### config.mk
export PLATFORM = sky130hd
export DESIGN_NAME = cfgd_decode
export DESIGN_NICKNAME = d
export VERILOG_FILES = /design/src/cfgd_pkg.sv /design/src/cfgd_decode.sv
export SDC_FILE = /design/constraint.sdc
export NUM_CORES = 1
export LEC_CHECK = 0
export BUFFER_PORTS_ARGS = -buffer_cell sky130_fd_sc_hd__buf_2
export CAP_MARGIN = 25
export CORE_ASPECT_RATIO = 1.75
export CORE_MARGIN = 4
export CORE_UTILIZATION = 37
export DETAILED_ROUTE_END_ITERATION = 10
export HOLD_SLACK_MARGIN = 0.12
export PLACE_DENSITY = 0.8
export RECOVER_POWER = 50
export SYNTH_ARGS = -nofsm -noshare
export SYNTH_HDL_FRONTEND = slang
export SYNTH_SLANG_ARGS = --single-unit
### constraint.sdc
create_clock -name core_clk -period 1.3 [get_ports core_clk]
set_input_delay 0.195 -clock core_clk [delete_from_list [all_inputs] [get_ports core_clk]]
set_output_delay 0.195 -clock core_clk [all_outputs]
set_load 0.01 [all_outputs]
### src/cfgd_pkg.sv
/*
  package for the configuration byte and security decoder.
  holds the field positions, the reset values, the config address
  and the enumerations shared with the decoder.
  assumes the nonvolatile cells are stable when the power-up capture is asked for.
*/
package cfgd_pkg;
  // ************************************
  // config byte one field positions
  // ************************************
  localparam int unsigned CFG_WDT_BIT = 7;
  localparam int unsigned CFG_RPD_BIT = 6;
  localparam int unsigned CFG_PRL_BIT = 5;
  localparam int unsigned CFG_BOV_BIT = 4;
  localparam int unsigned CFG_CLOCK_RATE_SELECT_BIT = 3;
  localparam int unsigned CFG_OSC_LSB = 0;
  localparam logic [7:0] CFG_UNPROG_VALUE = 8'hff;
  localparam logic [15:0] CFG_ONE_ADDR = 16'hfd00;
  localparam logic [1:0] CLK_DIV_COUNT = 2'h2;

  // ************************************
  // oscillator codes
  // ************************************
  typedef enum logic [2:0] {
    CFGD_OSC_HF_XTAL = 3'h0,
    CFGD_OSC_MF_XTAL = 3'h1,
    CFGD_OSC_LF_XTAL = 3'h2,
    CFGD_OSC_RC = 3'h3,
    CFGD_OSC_EXT_CLK = 3'h7
  } cfgd_osc_e;

  // ************************************
  // decoded controls to the rest of the chip
  // ************************************
  typedef struct packed {
    logic wdt_reset_en;
    logic reset_pin_en;
    logic port_reset_high;
    logic brownout_low_trip;
    logic clk_div2;
    logic [2:0] osc_code;
    logic lf_xtal_range;
  } cfgd_ctrl_s;

  typedef struct packed {
    logic prog_allow;
    logic sb2_prog_allow;
    logic verify_allow;
    logic bad_combo;
  } cfgd_sec_s;
endpackage : cfgd_pkg

### src/cfgd_decode.sv
/*
  configuration byte and security decoder.
  assumes the nonvolatile cells drive nv_cfg_byte and the security bits
  as steady levels, and power_up_capture pulses once after power-up.
*/
// Contract
// - a programmed (0) watchdog bit disables watchdog reset but leaves its interrupt usable.
// - a reset-pin-disable bit of 1 ignores the pin reset and makes the pin an input-only port.
// - ports reset high when the port-reset-level bit is 1 and low when it is 0.
// - a brownout bit of 1 picks the low trip level and 0 picks the high trip level.
// - the three-bit oscillator field picks external clock, rc, low, medium or high crystal.
// - with no security bit programmed both programming and verify are permitted.
// - with only security bit one programmed code programming stops but bit two may still be programmed.
// - with both security bits programmed verify and all programming are blocked.
// - a low-frequency crystal selection sets the low crystal range.
// - configuration is captured at power-up and software cannot change it later.
// - the program reads the configuration byte at its fixed external-data address.
module cfgd_decode (
  // clock and reset
  input wire logic core_clk,
  input wire logic rst_n,
  // nonvolatile side
  input wire logic [7:0] nv_cfg_byte,
  input wire logic security_bit_one,
  input wire logic security_bit_two,
  input wire logic power_up_capture,
  // external-data read port
  input wire logic xdata_rd,
  input wire logic [15:0] xdata_addr,
  output logic [7:0] xdata_rdata,
  output logic xdata_hit,
  // programmer requests
  input wire logic prog_req,
  input wire logic verify_req,
  input wire logic sb2_prog_req,
  output logic prog_grant,
  output logic verify_grant,
  output logic sb2_prog_grant,
  // reset pin
  input wire logic reset_capable_port_pin,
  output logic ext_reset_req,
  output logic port_pin_in,
  // decoded controls
  output cfgd_pkg::cfgd_ctrl_s ctrl,
  output cfgd_pkg::cfgd_sec_s sec,
  output logic wdt_irq_only,
  output logic clk_en
);
  // ************************************
  // power-up capture
  // ************************************
  logic [7:0] system_config_byte_one;
  logic [7:0] next_cfg;
  logic captured;
  logic next_captured;
  logic [1:0] div_cnt;
  logic [1:0] next_div_cnt;
  logic [7:0] next_rdata;
  logic next_hit;

  always_comb begin
    next_cfg = system_config_byte_one;
    next_captured = captured;
    if (power_up_capture && !captured) begin
      next_cfg = nv_cfg_byte;
      next_captured = 1'b1;
    end
  end

  always_ff @(posedge core_clk or negedge rst_n) begin
    if (!rst_n) begin
      system_config_byte_one <= cfgd_pkg::CFG_UNPROG_VALUE;
      captured <= 1'b0;
    end else begin
      system_config_byte_one <= next_cfg;
      captured <= next_captured;
    end
  end

  // ************************************
  // decode
  // ************************************
  logic watchdog_enable_cfg;
  logic reset_pin_disable_cfg;
  logic port_reset_level_cfg;
  logic brownout_level_select;
  logic clock_rate_select;
  logic [2:0] oscillator_type_select;

  assign watchdog_enable_cfg = system_config_byte_one[cfgd_pkg::CFG_WDT_BIT];
  assign reset_pin_disable_cfg = system_config_byte_one[cfgd_pkg::CFG_RPD_BIT];
  assign port_reset_level_cfg = system_config_byte_one[cfgd_pkg::CFG_PRL_BIT];
  assign brownout_level_select = system_config_byte_one[cfgd_pkg::CFG_BOV_BIT];
  assign clock_rate_select = system_config_byte_one[cfgd_pkg::CFG_CLOCK_RATE_SELECT_BIT];
  assign oscillator_type_select = system_config_byte_one[cfgd_pkg::CFG_OSC_LSB +: 3];

  always_comb begin
    ctrl.wdt_reset_en = watchdog_enable_cfg;
    ctrl.reset_pin_en = !reset_pin_disable_cfg;
    ctrl.port_reset_high = port_reset_level_cfg;
    ctrl.brownout_low_trip = brownout_level_select;
    ctrl.clk_div2 = !clock_rate_select;
    case (oscillator_type_select)
      cfgd_pkg::CFGD_OSC_HF_XTAL, cfgd_pkg::CFGD_OSC_MF_XTAL, cfgd_pkg::CFGD_OSC_LF_XTAL,
      cfgd_pkg::CFGD_OSC_RC, cfgd_pkg::CFGD_OSC_EXT_CLK: ctrl.osc_code = oscillator_type_select;
      // reserved codes fall back to the external clock
      default: ctrl.osc_code = cfgd_pkg::CFGD_OSC_EXT_CLK;
    endcase
    ctrl.lf_xtal_range = (oscillator_type_select == cfgd_pkg::CFGD_OSC_LF_XTAL);
  end

  assign wdt_irq_only = !watchdog_enable_cfg;
  assign ext_reset_req = !reset_pin_disable_cfg && !reset_capable_port_pin;
  assign port_pin_in = reset_pin_disable_cfg ? reset_capable_port_pin : 1'b1;

  // ************************************
  // security, bits read 0 when programmed
  // ************************************
  always_comb begin
    sec.prog_allow = security_bit_one && security_bit_two;
    sec.sb2_prog_allow = security_bit_two;
    sec.verify_allow = security_bit_one || security_bit_two;
    sec.bad_combo = security_bit_one && !security_bit_two;
  end

  assign prog_grant = prog_req && sec.prog_allow;
  assign verify_grant = verify_req && sec.verify_allow;
  assign sb2_prog_grant = sb2_prog_req && sec.sb2_prog_allow;

  // ************************************
  // clock enable divider and read port
  // ************************************
  always_comb begin
    next_div_cnt = div_cnt + 2'h1;
    if (!ctrl.clk_div2 || div_cnt == cfgd_pkg::CLK_DIV_COUNT - 2'h1) begin
      next_div_cnt = 2'h0;
    end
    next_hit = xdata_rd && (xdata_addr == cfgd_pkg::CFG_ONE_ADDR);
    next_rdata = next_hit ? system_config_byte_one : 8'h00;
  end

  always_ff @(posedge core_clk or negedge rst_n) begin
    if (!rst_n) begin
      div_cnt <= 2'h0;
      xdata_rdata <= 8'h00;
      xdata_hit <= 1'b0;
    end else begin
      div_cnt <= next_div_cnt;
      xdata_rdata <= next_rdata;
      xdata_hit <= next_hit;
    end
  end

  // enable on count zero so a fresh divide starts with a tick
  assign clk_en = ctrl.clk_div2 ? (div_cnt == 2'h0) : 1'b1;

  // ************************************
  // checks
  // ************************************
  chk_capture_once: assert property (@(posedge core_clk) disable iff (!rst_n)
    captured && $stable(captured) |-> $stable(system_config_byte_one))
    else $error("config changed after capture");
  chk_capture_load: assert property (@(posedge core_clk) disable iff (!rst_n)
    power_up_capture && !captured |=> system_config_byte_one == $past(nv_cfg_byte))
    else $error("config not captured");
  chk_wdt_decode: assert property (@(posedge core_clk) disable iff (!rst_n)
    ctrl.wdt_reset_en != wdt_irq_only) else $error("watchdog decode wrong");
  chk_pin_reset: assert property (@(posedge core_clk) disable iff (!rst_n)
    reset_pin_disable_cfg |-> !ext_reset_req) else $error("pin reset not ignored");
  chk_port_level: assert property (@(posedge core_clk) disable iff (!rst_n)
    ctrl.port_reset_high == system_config_byte_one[5]) else $error("port level wrong");
  chk_bo_level: assert property (@(posedge core_clk) disable iff (!rst_n)
    ctrl.brownout_low_trip == system_config_byte_one[4]) else $error("brownout select wrong");
  chk_prog_lock: assert property (@(posedge core_clk) disable iff (!rst_n)
    !security_bit_one |-> !prog_grant) else $error("programming not locked");
  chk_verify_lock: assert property (@(posedge core_clk) disable iff (!rst_n)
    !security_bit_one && !security_bit_two |-> !verify_grant && !sb2_prog_grant)
    else $error("verify not locked");
  chk_open_access: assert property (@(posedge core_clk) disable iff (!rst_n)
    security_bit_one && security_bit_two && prog_req && verify_req |-> prog_grant && verify_grant)
    else $error("open part refused");
  chk_div_pulse: assert property (@(posedge core_clk) disable iff (!rst_n)
    ctrl.clk_div2 && $stable(ctrl.clk_div2) && clk_en |=> !clk_en)
    else $error("divider enable wrong");
  chk_cfg_read: assert property (@(posedge core_clk) disable iff (!rst_n)
    xdata_rd && xdata_addr == 16'hfd00 |=> xdata_hit && xdata_rdata == $past(system_config_byte_one))
    else $error("config read wrong");
  chk_capture_hold: assert property (@(posedge core_clk) disable iff (!rst_n)
    captured |=> captured)
    else $error("capture flag dropped");
  chk_pin_port: assert property (@(posedge core_clk) disable iff (!rst_n)
    reset_pin_disable_cfg |-> port_pin_in == reset_capable_port_pin && !ctrl.reset_pin_en)
    else $error("reset pin not freed as port");
  chk_pin_active: assert property (@(posedge core_clk) disable iff (!rst_n)
    !reset_pin_disable_cfg && !reset_capable_port_pin |-> ext_reset_req && port_pin_in)
    else $error("pin reset lost");
  chk_osc_decode: assert property (@(posedge core_clk) disable iff (!rst_n)
    oscillator_type_select inside {3'h0, 3'h1, 3'h2, 3'h3, 3'h7} |-> ctrl.osc_code == oscillator_type_select)
    else $error("oscillator code wrong");
  chk_lf_range: assert property (@(posedge core_clk) disable iff (!rst_n)
    ctrl.lf_xtal_range == (oscillator_type_select == 3'h2))
    else $error("crystal range wrong");
  chk_sb2_open: assert property (@(posedge core_clk) disable iff (!rst_n)
    security_bit_two && sb2_prog_req |-> sb2_prog_grant)
    else $error("second bit programming refused");
  chk_verify_kept: assert property (@(posedge core_clk) disable iff (!rst_n)
    security_bit_two && verify_req |-> verify_grant)
    else $error("verify refused too early");
  chk_div_off: assert property (@(posedge core_clk) disable iff (!rst_n)
    !ctrl.clk_div2 |-> clk_en)
    else $error("undivided enable missing");
  chk_read_miss: assert property (@(posedge core_clk) disable iff (!rst_n)
    xdata_rd && xdata_addr != cfgd_pkg::CFG_ONE_ADDR |=> !xdata_hit && xdata_rdata == 8'h00)
    else $error("foreign read answered");

  cov_capture: cover property (@(posedge core_clk) disable iff (!rst_n) power_up_capture && !captured);
  cov_locked: cover property (@(posedge core_clk) disable iff (!rst_n) prog_req && !security_bit_one);
  cov_read: cover property (@(posedge core_clk) disable iff (!rst_n) xdata_hit);

  // ************************************
  // further coverage
  // ************************************
  cov_div2: cover property (@(posedge core_clk) disable iff (!rst_n) ctrl.clk_div2 && clk_en);
  cov_sb1_only: cover property (@(posedge core_clk) disable iff (!rst_n) !security_bit_one && sb2_prog_grant);
endmodule : cfgd_decode

; Word-level counts from Yosys, hierarchy flattened
; Cells that the tools add are included.
; Widths: inputs -> output; s select.
[word_totals]
ff_bits = 20
in_bits = 34
output_inout_bits = 29
elab_cells = 36
[classes]
addsub = 1
n_eq_ne = 6
mux = 5
n_reduce_logical = 19
[ops]
columns = cell, n
row1 = $eq 16x16->1 const B, 1
row2 = $logic_and 1x1->1, 8
row3 = $mux 8, 1
row4 = $eq 3x2->1 const B, 2
row5 = $logic_not 1->1, 6
row6 = $reduce_or 5->1, 1
row7 = $eq 3x1->1 const B, 1
row8 = $eq 3x3->1 const B, 1
row9 = $logic_not 3->1, 1
row10 = $mux 3, 1
row11 = $add 2x1->2 const B, 1
row12 = $eq 2x1->1 const B, 1
row13 = $logic_not 2->1, 1
row14 = $logic_or 1x1->1, 2
row15 = $mux 1, 2
row16 = $mux 2, 1

; Depth between registers and ports, before layout
[depth]
depth_word = 3
mapped_depth = 4

; Worst setup path before layout
; Ideal clock, no wire load.
[synth_timing]
path_kind = input to register
startpoint = in xdata_addr[1]
endpoint = reg xdata_rdata[7]
setup_time_ps = 95
arrival_ps = 1502
required_time_ps = 1205
path_slack_ps = -297
stages = 4
path_buffers = 1
cell_sequence = or4_1 or4_1 buf_6 nor4_4
[synth_via]
elab_chain_len = 3
[synth_rtl]
columns = item, line_no
row1 = start: declaration, cfgd_decode.sv:29  ; input wire logic [15:0] xdata_addr,
row2 = $eq 16x16->1, cfgd_decode.sv:138  ; next_hit = xdata_rd && (xdata_addr == cfgd_pkg::CFG_ONE_ADDR);
row3 = $logic_and 1x1->1, cfgd_decode.sv:138
row4 = $mux 8, cfgd_decode.sv:139  ; next_rdata = next_hit ? system_config_byte_one : 8'h00;
row5 = via next_rdata[7], cfgd_decode.sv:58  ; logic [7:0] next_rdata;
row6 = end signal: assignment, cfgd_decode.sv:149  ; xdata_rdata <= next_rdata;
row7 = end: declaration, cfgd_decode.sv:30  ; output logic [7:0] xdata_rdata,
; The timed path passes the listed nets, and every way through them passes these cells.
; A chain may end at the register's enable or synchronous reset.

; Worst setup path after layout
[layout_timing]
startpoint = in xdata_addr[1]
endpoint = reg xdata_rdata[4]
; Same word-level chain as after synthesis.

==> impl_metrics.json <==
{
  "first_iter_violations": 6,
  "min-delay-path-class": "input pin to flop",
  "end_point_of_the_critical_path": "xdata_rdata[4]",
  "run_status": "complete, but fails checks",
  "clock.fmax_ghz": 0.7269,
  "crit_type": "input pin to flop",
  "synthCells": 88,
  "initial_core_util": 0.3906,
  "tightest_slew_ps": 477.3,
  "ff_latch_area_um2": 510.5,
  "grt_overflow_total": 0,
  "final_net_count": 190,
  "cellPowerDensity_mw_per_mm2": 1123,
  "cts_tree": "done",
  "synthesis.nets": 124,
  "commonest_non_fill_non_tap_cell_in_the_layout": "sky130_fd_sc_hd__buf_2",
  "arrival_time_at_the_worst_endpoint_ps": 1530,
  "syn_area_um2": 973.4,
  "viasPerCell": 4.831,
  "area_growth_syn_to_layout_pct": 45.50,
  "placement.setup.worst_slack_ps": -497.9,
  "dp_hpwl_um": 1858,
  "clock_tree.buffer_depth": 2,
  "detail_route.first_pass.iterations": 2,
  "grt_use_total": 0.1415,
  "critPathLaunchType": "input pin",
  "final.setup.worst_slack_ps": -75.70,
  "routed-via-count": 860,
  "rows": 24,
  "ios": 63,
  "numPortBuffers": 62,
  "setup_violations": 10,
  "worst_setup_path_startpoint": "xdata_addr[1]",
  "multiInputGateArea_um2": 431.7,
  "regToRegEndpoint": "system_config_byte_one[4]",
  "report.final.slew_viol_count": 0,
  "ys_warn_count": 0,
  "remaining_drc_errors": 0,
  "r2r_slack_ps": 200,
  "worstPathMaxFanout": 5,
  "die-height_um": 75.86,
  "placedInstanceArea_mm2": 0.001291,
  "ys_seq_elements": 20,
  "fp.coreArea_mm2": 0.002492,
  "syn-mean-instance-area_um2": 11.06,
  "post-route-cell-area_mm2": 0.001416,
  "avgRoutedWirePerCell_um": 13.13,
  "layout_common_cells": "sky130_fd_sc_hd__buf_2 (53), sky130_fd_sc_hd__nand2_1 (14), sky130_fd_sc_hd__dfrtp_1 (12), sky130_fd_sc_hd__dfstp_2 (8), sky130_fd_sc_hd__clkbuf_1 (6)",
  "final_period_minus_worst_setup_slack_ps": 1376,
  "htree_num_levels": 1,
  "yosysSeqAreaShare": 0.5244,
  "die_extent_in_x_um": 46.78,
  "numCtsBuffers": 3,
  "p_leak_nw": 0.7037,
  "grt_setup_unrepaired": "true",
  "via_count_of_the_first_global_routing_pass": 900,
  "path_clk_slew_ps": 60,
  "worst_flop_to_flop_path_startpoint": "captured",
  "clk-insertion-delay-late_ps": 240,
  "gpl.final_weighted_congestion": 0.7464,
  "synthDistinctLibCells": 24,
  "post-layout-total-power_mw": 1.591,
  "number_of_antenna_violations_at_the_first_check_in_global_routing": 0,
  "cts_root_buffer": "sky130_fd_sc_hd__clkbuf_8",
  "max-slew-margin-rel": 0.6818,
  "insertedDiodeCount": 0,
  "peak_ir_drop_on_the_vdd_network_mv": 0.7239,
  "die-area_mm2": 0.003548,
  "violations": "setup timing",
  "largest_net_degree_at_the_start_of_global_routing": 21,
  "layout_cells_sized_above_1": 0.6250,
  "clock-skew-final_ps": 0.5847,
  "postRouteWirelength_um": 2337,
  "cts.sinks": 20,
  "first_pass_grt_wire_length_um": 3670,
  "worst_hold_slack_ps": 152.2,
  "max_cap_violation_count": 0,
  "timing.critical_path.required_ps": 1450,
  "number_of_antenna_violating_nets_in_the_routed_design": 0,
  "reg2regPathDepth": 3,
  "post-route-period-util": 1.058,
  "worst_setup_path_end_kind": "flop",
  "n_fill_cell": 219,
  "hold_viol": 0
}
through the flow:
step                cells  setup TNS [ps]    util
floorplan              88           -2561       -
global placement      171           -3827  0.5181
detailed placement    171           -4231  0.5181
CTS                   178          -593.3  0.5673
global route          178          -854.7  0.5683
finish                178          -562.3  0.5683
worst max-delay path, cell delays in order:
cell	delay (ps)
sky130_fd_sc_hd__buf_6	90
sky130_fd_sc_hd__or4_1	510
sky130_fd_sc_hd__or4_4	450
sky130_fd_sc_hd__buf_6	160
sky130_fd_sc_hd__nor4_4	130
metal layers:
metal | track usage | up-vias | wire (um)
li1 | - | 422 | -
met1 | 0.1458 | 394 | 806
met2 | 0.2648 | 42 | 1293
met3 | 0.03310 | 2 | 214
met4 | 0.04923 | 0 | 22
met5 | 0 | - | 0
Yosys cell counts:
library cell,instances,area share
sky130_fd_sc_hd__nand3_1,1,0.0051
sky130_fd_sc_hd__nor3_1,2,0.010
sky130_fd_sc_hd__nor2_1,2,0.0077
sky130_fd_sc_hd__and2_1,3,0.019
sky130_fd_sc_hd__clkbuf_1,3,0.012
sky130_fd_sc_hd__or4_1,2,0.015
sky130_fd_sc_hd__or4b_1,1,0.010
sky130_fd_sc_hd__nor4_2,7,0.090
sky130_fd_sc_hd__dfrtp_1,12,0.31
sky130_fd_sc_hd__buf_4,4,0.031
sky130_fd_sc_hd__nand2b_1,1,0.0064
sky130_fd_sc_hd__nor2b_1,2,0.013
sky130_fd_sc_hd__buf_6,1,0.012
sky130_fd_sc_hd__nand4_1,1,0.0064
sky130_fd_sc_hd__mux2_2,4,0.046
sky130_fd_sc_hd__inv_1,6,0.023
sky130_fd_sc_hd__nor3b_1,1,0.0077
sky130_fd_sc_hd__nor4_4,1,0.022
sky130_fd_sc_hd__or2_2,5,0.032
sky130_fd_sc_hd__ha_1,2,0.026
sky130_fd_sc_hd__o21ai_0,4,0.021
sky130_fd_sc_hd__and3_1,1,0.0064
sky130_fd_sc_hd__nand2_1,14,0.054
sky130_fd_sc_hd__dfstp_2,8,0.22
sequential cells by signal, summed over array words and instances, names as in the netlist:
name / cells
system_config_byte_one: 8
xdata_rdata: 8
div_cnt: 2
captured: 1
xdata_hit: 1
kinds of logic after synthesis:
| logic type | Yosys count | synth area share |
|---|---|---|
| DFF | 20 | 0.5244 |
| muxes | 4 | 0.04627 |
| buffers and inverters | 14 | 0.07712 |
| AOI/OAI and AO/OA | 4 | 0.02057 |
| and+or+nand+nor | 44 | 0.3059 |
| adders and majority gates | 2 | 0.02570 |
cell type report:
class / instances / share of cell area
clock buffers: 3 / 0.02915
inverters: 6 / 0.01590
multi-input cells: 54 / 0.3048
flip-flops and latches: 20 / 0.3604
well taps: 26 / 0.02297
repair buffers: 69 / 0.2668
report_power, final:
part | switching (mW) | internal (mW)
sequential | 0.0434 | 0.707
clock | 0.171 | 0.205
combinational | 0.225 | 0.239
how the worst min path moves through the flow:
stage	slack [ps]	cells past startpoint	endpoint	from
3_3_place_gp	140	1	div_cnt[1]	rst_n
3_5_place_dp	150	1	captured	rst_n
5_1_grt	150	2	captured	power_up_capture
2_1_floorplan	-100	0	captured	rst_n
6_report	150	2	captured	power_up_capture
4_1_cts	150	2	captured	power_up_capture
what timing repair did:
item	CTS	global route
setup buffers	2	0
hold buffers	1	0
endpoints found under the hold margin	12	0
gates cloned	1	0
endpoints found under the setup margin	11	11
pin swaps	2	0
gates resized for setup	12	2
Note: power is estimated with default switching activity, not from simulation.
